===== config.mk =====
export PLATFORM = sky130hd
export DESIGN_NAME = scr_regs
export DESIGN_NICKNAME = d
export VERILOG_FILES = /design/src/hdl/scr_pkg.sv /design/src/hdl/scr_regs.sv
export SDC_FILE = /design/constraint.sdc
export NUM_CORES = 1
export LEC_CHECK = 0
export BUFFER_PORTS_ARGS = -buffer_cell sky130_fd_sc_hd__buf_2
export CELL_PAD_IN_SITES_DETAIL_PLACEMENT = 1
export CELL_PAD_IN_SITES_GLOBAL_PLACEMENT = 2
export CORE_MARGIN = 2
export CORE_UTILIZATION = 30
export CTS_BUF_LIST = sky130_fd_sc_hd__clkbuf_16
export DETAILED_ROUTE_END_ITERATION = 7
export PLACE_DENSITY_LB_ADDON = 0.1
export SLEW_MARGIN = 5
export SYNTH_ARGS = -nofsm -noshare
export SYNTH_HDL_FRONTEND = slang
export SYNTH_SLANG_ARGS = --single-unit

===== constraint.sdc =====
create_clock -name core_clk -period 4.5 [get_ports core_clk]
set_input_delay 0.675 -clock core_clk [delete_from_list [all_inputs] [get_ports core_clk]]
set_output_delay 0.675 -clock core_clk [all_outputs]
set_load 0.005 [all_outputs]

===== src/hdl/scr_pkg.sv =====
// constants and carrier types for the sensor setup and calibration registers
package scr_pkg;

  // ********************************
  // register byte addresses
  // ********************************
  localparam logic [7:0] ACCESS_CTRL_ADDR = 8'h08;
  localparam logic [7:0] CONV_SETUP_ADDR = 8'h0A;
  localparam logic [7:0] PRESSURE_LIN_ADDR = 8'h22;
  localparam logic [7:0] PRESSURE_OFFSET_ADDR = 8'h24;
  localparam logic [7:0] PRESSURE_TEMP_ADDR = 8'h26;
  localparam logic [7:0] TEMP_SENSOR_LIN_ADDR = 8'h2C;
  localparam logic [7:0] TEMP_SENSOR_OFFSET_ADDR = 8'h32;
  localparam logic [7:0] COEF_EXT_ADDR = 8'h34;
  localparam logic [7:0] CAL_FIRST_ADDR = 8'h20;
  localparam logic [7:0] CAL_LAST_ADDR = 8'h35;
  localparam int CAL_WORDS = 11;

  // ********************************
  // fields and reset values
  // ********************************
  localparam int READ_DIS_BIT = 6;
  localparam logic [7:0] ACCESS_CTRL_FIXED = 8'h25;
  localparam logic READ_DIS_RST = 1'b1;
  localparam logic [1:0] SETUP_RST = 2'h2;
  localparam logic [7:0] UNMAPPED_READ = 8'h00;
  localparam logic [7:0] CAL_BLOCKED_READ = 8'h00;
  localparam int EXT_PRESSURE_LSB = 8;
  localparam int EXT_TEMP_LSB = 0;

  typedef struct packed {
    logic [1:0] conv_power_up;
    logic calibration_read_disable;
  } scr_cfg_t;

  typedef struct packed {
    logic [23:0] pressure_offset_coeff;
    logic [23:0] temp_sensor_offset_coeff;
  } scr_coef_t;

  typedef enum logic [3:0] {
    SCR_IDLE,
    SCR_DEV,
    SCR_DEV_ACK,
    SCR_PTR,
    SCR_PTR_ACK,
    SCR_WDATA,
    SCR_WDATA_ACK,
    SCR_RDATA,
    SCR_RDATA_ACK
  } scr_state_t;

endpackage


===== src/hdl/scr_regs.sv =====
// i2c target holding converter setup, calibration access and calibration words
module scr_regs #(
  parameter logic [6:0] DEV_ADDR = 7'h56
) (
  input wire logic core_clk,
  input wire logic rst_n,
  input wire logic scl_i,
  input wire logic sda_i,
  output logic sda_o,
  output logic sda_oe,
  input wire logic [scr_pkg::CAL_WORDS-1:0][15:0] otp_words,
  output scr_pkg::scr_cfg_t cfg,
  output scr_pkg::scr_coef_t coef
);

  // ********************************
  // pin synchronisers and edges
  // ********************************
  logic scl_q1_r, scl_q2_r, scl_q3_r;
  logic sda_q1_r, sda_q2_r, sda_q3_r;

  always_ff @(posedge core_clk or negedge rst_n) begin
    if (!rst_n) begin
      scl_q1_r <= 1'b1;
      scl_q2_r <= 1'b1;
      scl_q3_r <= 1'b1;
      sda_q1_r <= 1'b1;
      sda_q2_r <= 1'b1;
      sda_q3_r <= 1'b1;
    end else begin
      scl_q1_r <= scl_i;
      scl_q2_r <= scl_q1_r;
      scl_q3_r <= scl_q2_r;
      sda_q1_r <= sda_i;
      sda_q2_r <= sda_q1_r;
      sda_q3_r <= sda_q2_r;
    end
  end

  wire scl_rise = scl_q2_r & ~scl_q3_r;
  wire scl_fall = ~scl_q2_r & scl_q3_r;
  wire bus_start = scl_q2_r & scl_q3_r & sda_q3_r & ~sda_q2_r;
  wire bus_stop = scl_q2_r & scl_q3_r & ~sda_q3_r & sda_q2_r;

  // ********************************
  // registers and transfer state
  // ********************************
  scr_pkg::scr_state_t state_r, state_nxt;
  logic [7:0] shift_r, shift_nxt;
  logic [3:0] cnt_r, cnt_nxt;
  logic [7:0] ptr_r, ptr_nxt;
  logic rw_r, rw_nxt;
  logic oe_r, oe_nxt;
  logic [1:0] setup_r, setup_nxt;
  logic read_dis_r, read_dis_nxt;
  scr_pkg::scr_coef_t coef_r;

  // ********************************
  // read data selection
  // ********************************
  wire in_cal = (ptr_r >= scr_pkg::CAL_FIRST_ADDR) &&
                (ptr_r <= scr_pkg::CAL_LAST_ADDR);
  wire [3:0] cal_idx = ptr_r[4:1];
  wire [15:0] cal_word = otp_words[cal_idx];
  wire [7:0] cal_byte = ptr_r[0] ? cal_word[7:0] : cal_word[15:8];
  wire [7:0] access_byte = scr_pkg::ACCESS_CTRL_FIXED |
                           {1'b0, read_dis_r, 6'h00};
  wire [7:0] setup_byte = {6'h00, setup_r};
  wire [7:0] read_byte;
  assign read_byte = (ptr_r == scr_pkg::ACCESS_CTRL_ADDR) ? access_byte :
                     (ptr_r == scr_pkg::CONV_SETUP_ADDR) ? setup_byte :
                     (in_cal && read_dis_r) ? scr_pkg::CAL_BLOCKED_READ :
                     in_cal ? cal_byte :
                     scr_pkg::UNMAPPED_READ;

  wire wr_access = ptr_r == scr_pkg::ACCESS_CTRL_ADDR;
  wire wr_setup = ptr_r == scr_pkg::CONV_SETUP_ADDR;
  wire dev_match = shift_r[7:1] == DEV_ADDR;

  // ********************************
  // protocol engine
  // ********************************
  always_comb begin
    state_nxt = state_r;
    shift_nxt = shift_r;
    cnt_nxt = cnt_r;
    ptr_nxt = ptr_r;
    rw_nxt = rw_r;
    oe_nxt = oe_r;
    setup_nxt = setup_r;
    read_dis_nxt = read_dis_r;
    if (bus_stop) begin
      state_nxt = scr_pkg::SCR_IDLE;
      oe_nxt = 1'b0;
    end else if (bus_start) begin
      state_nxt = scr_pkg::SCR_DEV;
      cnt_nxt = 4'h0;
      oe_nxt = 1'b0;
    end else if (scl_rise) begin
      case (state_r)
        scr_pkg::SCR_DEV, scr_pkg::SCR_PTR, scr_pkg::SCR_WDATA: begin
          shift_nxt = {shift_r[6:0], sda_q2_r};
          cnt_nxt = cnt_r + 4'h1;
        end
        scr_pkg::SCR_RDATA: begin
          cnt_nxt = cnt_r + 4'h1;
        end
        scr_pkg::SCR_RDATA_ACK: begin
          if (sda_q2_r) begin
            state_nxt = scr_pkg::SCR_IDLE;
          end
        end
        default: begin
        end
      endcase
    end else if (scl_fall) begin
      case (state_r)
        scr_pkg::SCR_DEV: begin
          if (cnt_r == 4'h8) begin
            if (dev_match) begin
              rw_nxt = shift_r[0];
              oe_nxt = 1'b1;
              state_nxt = scr_pkg::SCR_DEV_ACK;
            end else begin
              state_nxt = scr_pkg::SCR_IDLE;
            end
          end
        end
        scr_pkg::SCR_DEV_ACK, scr_pkg::SCR_RDATA_ACK: begin
          cnt_nxt = 4'h0;
          if (rw_r) begin
            shift_nxt = {read_byte[6:0], 1'b0};
            oe_nxt = ~read_byte[7];
            state_nxt = scr_pkg::SCR_RDATA;
          end else begin
            oe_nxt = 1'b0;
            state_nxt = scr_pkg::SCR_PTR;
          end
        end
        scr_pkg::SCR_PTR: begin
          if (cnt_r == 4'h8) begin
            ptr_nxt = shift_r;
            oe_nxt = 1'b1;
            state_nxt = scr_pkg::SCR_PTR_ACK;
          end
        end
        scr_pkg::SCR_PTR_ACK, scr_pkg::SCR_WDATA_ACK: begin
          cnt_nxt = 4'h0;
          oe_nxt = 1'b0;
          state_nxt = scr_pkg::SCR_WDATA;
        end
        scr_pkg::SCR_WDATA: begin
          if (cnt_r == 4'h8) begin
            // calibration and unmapped addresses take no write
            if (wr_access) begin
              read_dis_nxt = shift_r[scr_pkg::READ_DIS_BIT];
            end else if (wr_setup) begin
              setup_nxt = shift_r[1:0];
            end
            ptr_nxt = ptr_r + 8'h01;
            oe_nxt = 1'b1;
            state_nxt = scr_pkg::SCR_WDATA_ACK;
          end
        end
        scr_pkg::SCR_RDATA: begin
          if (cnt_r == 4'h8) begin
            oe_nxt = 1'b0;
            ptr_nxt = ptr_r + 8'h01;
            state_nxt = scr_pkg::SCR_RDATA_ACK;
          end else begin
            oe_nxt = ~shift_r[7];
            shift_nxt = {shift_r[6:0], 1'b0};
          end
        end
        default: begin
        end
      endcase
    end
  end

  always_ff @(posedge core_clk or negedge rst_n) begin
    if (!rst_n) begin
      state_r <= scr_pkg::SCR_IDLE;
      shift_r <= 8'h00;
      cnt_r <= 4'h0;
      ptr_r <= 8'h00;
      rw_r <= 1'b0;
      oe_r <= 1'b0;
      setup_r <= scr_pkg::SETUP_RST;
      read_dis_r <= scr_pkg::READ_DIS_RST;
    end else begin
      state_r <= state_nxt;
      shift_r <= shift_nxt;
      cnt_r <= cnt_nxt;
      ptr_r <= ptr_nxt;
      rw_r <= rw_nxt;
      oe_r <= oe_nxt;
      setup_r <= setup_nxt;
      read_dis_r <= read_dis_nxt;
    end
  end

  // ********************************
  // assembled 24-bit offsets
  // ********************************
  localparam int PR_OFS_IDX = int'((scr_pkg::PRESSURE_OFFSET_ADDR -
                                    scr_pkg::CAL_FIRST_ADDR) >> 1);
  localparam int TS_OFS_IDX = int'((scr_pkg::TEMP_SENSOR_OFFSET_ADDR -
                                    scr_pkg::CAL_FIRST_ADDR) >> 1);
  localparam int EXT_IDX = int'((scr_pkg::COEF_EXT_ADDR -
                                 scr_pkg::CAL_FIRST_ADDR) >> 1);
  wire [15:0] ext_word = otp_words[EXT_IDX];
  wire [7:0] ext_pr = ext_word[scr_pkg::EXT_PRESSURE_LSB +: 8];
  wire [7:0] ext_ts = ext_word[scr_pkg::EXT_TEMP_LSB +: 8];

  always_ff @(posedge core_clk or negedge rst_n) begin
    if (!rst_n) begin
      coef_r <= '0;
    end else begin
      coef_r.pressure_offset_coeff <= {ext_pr, otp_words[PR_OFS_IDX]};
      coef_r.temp_sensor_offset_coeff <= {ext_ts, otp_words[TS_OFS_IDX]};
    end
  end

  assign sda_o = 1'b0;
  assign sda_oe = oe_r;
  assign cfg.conv_power_up = setup_r;
  assign cfg.calibration_read_disable = read_dis_r;
  assign coef = coef_r;

endmodule


==> summary.txt <==
Synth
  • Net Count, Synth: around 660
  • #FFs+latches synth: 83
  • Synth Area in Compound Gates: 20.0%
  • Netlist cell types: 75
  • Synth Area in Adders: 2.44%
  • Xor and xnor area share after synthesis: 0.341%
  • Synth Flop Type: dfrtp_1
  • Share of the yosys chip area belonging to registers: about two fifths
  • Syn Inst Count: 471
  • Yosys warns: 0
  • Mux cell area share after synthesis: about a fifth
  • Combinational family with the most area after synthesis: compound AO/OA/AOI/OAI gates
  • Async SR Flop Fraction: 100%
  • Simple-gate portion of the synthesized area: about 12%
  • Synthesized area: 0.00513 mm²
  • EDFF count, synth: 0
  • Syn avg cell area: roughly 11 µm²

Clock network
  • Root Buffer: clkbuf_16
  • Clock Latency Late Sink: 0.35 ns
  • Number of setup buffers added after CTS: 0
  • # hold bufs at CTS: 0
  • CTS Sinks: 83
  • # resized after CTS: 0
  • Htree depth: 3
  • Clock slew at reported path FFs: 0.07 ns
  • TritonCTS buffer count: 9
  • CTS tree: built
  • Max clock buf depth: 2

Timing
  • Slew Limit Headroom: about 36%
  • Final setup vio count: 0
  • Setup TNS: 0 ns
  • Final Hold Fails: 0
  • Post-route setup slack: 1.71 ns
  • Worst-margin pin slew: about 0.96 ns
  • Fin. max-slew vios: 0
  • Tightest hold margin: 0.348 ns
  • Tcrit/Tclk final: 62.0%
  • Fin crit period: approximately 2.8 ns
  • Fmax: roughly 360 MHz
  • RSZ-0062 raised after global routing: no
  • Clock Skews: slightly above 0.007 ns

Global routing
  • GRT busiest layer: met2
  • Grt total ovfl: 0
  • Initial antenna violation count: 4
  • Vias in the first global route: between 5000 and 6000
  • GRT met1 Usage: between 20% and 30%
  • First-pass GRT wire length: 31200 µm
  • Largest net degree at the start of global routing: 64
  • Met3 Use GR: ~4.5%
  • All-Layer GR Usage: roughly 23%
  • Met2 GRT Util: between 30% and 40%

Critical path
  • Critical path startpoint category: flop
  • Max stage delay on crit path: approximately 1.0 ns
  • Worst-path cell chain: inv_1 > ha_1 > o311a_1 > o2111ai_1 > a211oi_1 > o41a_1
  • Crit-path slowest cell: dfrtp_4
  • Crit Path Max Fanout: 63
  • CP endpoint kind: flop
  • WS Path Type: flop to flop
  • Critical path required time: 4.73 ns
  • Crit path arrival time: 3.02 ns

Detailed routing
  • DRC: 0
  • Drt initial violations: approximately 170
  • Vias: 4832
  • Per-cell routed wire length: 22.0 µm
  • ANT nets after route: 0
  • Pre-Repair DR Iteration Count: 4
  • Routed wire length: ~20000 µm
  • Vias/cell: 5.33

Job
  • Total of max-cap violations: 0

Status
  • Outcome: finished, final reports clean

Placed design
  • PortBufs: about 230
  • GP Congestion: between 0.8 and 0.9
  • Inst Count DP: slightly below 900
  • HPWL Detailed: 15600 µm
  • Dpl ws: ~1.7 ns

Floorplan
  • Die Ht: around 130 µm
  • Rows: 47
  • Initial Util: approximately 30%
  • Top-level port count: around 230
  • Core area: roughly 0.017 mm²
  • Die width: between 100 and 150 µm
  • Die area: between 0.015 and 0.02 mm²

Power and ir drop
  • Switch share: around a third
  • Clk network pwr share: 34.0%
  • Power density over the cells: about 350 mW/mm²
  • Int Power: about 0.0016 W
  • Seq pwr share: a little over two fifths
  • NetSw: a little over 0.0008 W
  • P_leak: 2.97 nW
  • Max IR drop VDD: about 0.21 mV
  • Design Power: approximately 0.0024 W
  • Comb pwr share: between 20 and 25%

Layout
  • Layout cells sized above 1: between 40% and 50%
  • Non-Filler Instances: between 900 and 1000
  • Fin nets: between 800 and 900
  • Layout area overhead: 30.8%

Min path
  • Hold Crit Class: input port to async pin
==> power groups by stage <==
| stage | registers [W] | logic, W | clock network (W) |
|---|---|---|---|
| after floorplan | 0.000908 | 0.000401 | 0 |
| after global placement | 0.00100 | 0.000566 | 0 |
| after detailed placement | 0.00101 | 0.000579 | 0 |
| after CTS | 0.000991 | 0.000582 | 0.000829 |
| after global routing | 0.00101 | 0.000641 | 0.000861 |
| final | 0.000993 | 0.000578 | 0.000809 |
==> path summary, 6_finish.rpt <==
path | start | endpoint | slack [ns] | cells after the start
max | ptr_r[1]$_DFFE_PN0P_ | shift_r[1]$_DFFE_PN0P_ | 1.71 | 6
min | rst_n | coef[6]$_DFF_PN0_ | 0.35 | 1
max reg2reg | ptr_r[1]$_DFFE_PN0P_ | shift_r[1]$_DFFE_PN0P_ | 1.71 | 6
min reg2reg | sda_q1_r$_DFF_PN1_ | sda_q2_r$_DFF_PN1_ | 0.36 | 0
max in group asynchronous | rst_n | read_dis_r$_DFFE_PN1P_ | 3.17 | 2
min in group core_clk | sda_q1_r$_DFF_PN1_ | sda_q2_r$_DFF_PN1_ | 0.36 | 0
==> cells in the final DEF (no fill, tap or decap), types with 8 or more instances in the layout <==
cell type / n
inv_1: 15
ha_1: 10
nor3_1: 11
nand3_1: 8
buf_2: 230
dfstp_2: 8
a21oi_1: 19
nor2_1: 17
nor2b_1: 8
a221oi_1: 8
nand2b_1: 13
mux4_2: 24
clkbuf_16: 9
nand2_1: 32
dfrtp_1: 73
o21ai_0: 18
mux2_2: 26
mux2i_1: 12
a211oi_1: 9
==> kinds of logic (layout without fill, tap and decap cells) <==
kind of cell | Yosys count | count (layout)
other | 1 | 5
XOR/XNOR | 2 | 2
AO/OA/AOI/OAI | 139 | 139
AND/OR/NAND/NOR | 118 | 118
adder cells (fa/ha/maj) | 10 | 10
multiplexers | 64 | 64
buffers and inverters | 54 | 266
flip-flops | 83 | 83
==> sequential cells by signal, summed over array words and instances (netlist names), 2 cells and up <==
register and count:
ptr_r 8, shift_r 8, cnt_r 4, coef 48
state_r 4, setup_r 2
==> per-layer routing <==
metal	routed length [µm]	up-vias
met4	308	2
met5	10	-
met2	10100	157
li1	-	2234
met1	8460	2418
met3	1080	21
==> layout make-up <==
cell class,instances,area [µm²]
fill,1931,9930
multi-input combinational,334,2780
sequential,83,2090
timing repair buffer,235,1190
tap,220,275
clock buffer,9,225
clock inverter,7,87.6
inverter,15,56.3
antenna,4,10.0
==> cell usage after synthesis, types with 12 or more instances <==
cell type,n,share of area (%)
mux2_2,26,5.7
inv_1,15,1.1
clkbuf_1,15,1.1
nand2_1,32,2.3
o21ai_0,18,1.8
buf_2,16,1.6
nand2b_1,13,1.6
mux2i_1,12,2.3
mux4_2,24,11
dfrtp_1,75,37
nor2_1,17,1.2
a21oi_1,19,1.9
==> per-stage QoR <==
| step | cell area, µm² | utilization [%] |
|---|---|---|
| after floorplan | 5130 | - |
| after global placement | 6390 | 38.4 |
| after detailed placement | 6390 | 38.4 |
| after CTS | 6700 | 40.3 |
| after global routing | 6710 | 40.3 |
| final | 6710 | 40.3 |
==> critical path, delay by kind of cell (launching register included) <==
family                   cells  cell delay, ns
buffers and inverters        1            0.29
adder cells (fa/ha/maj)      1            0.27
AO/OA/AOI/OAI                4            1.05
flip-flops                   1            1.03
Note: power is estimated with default switching activity, not from simulation.
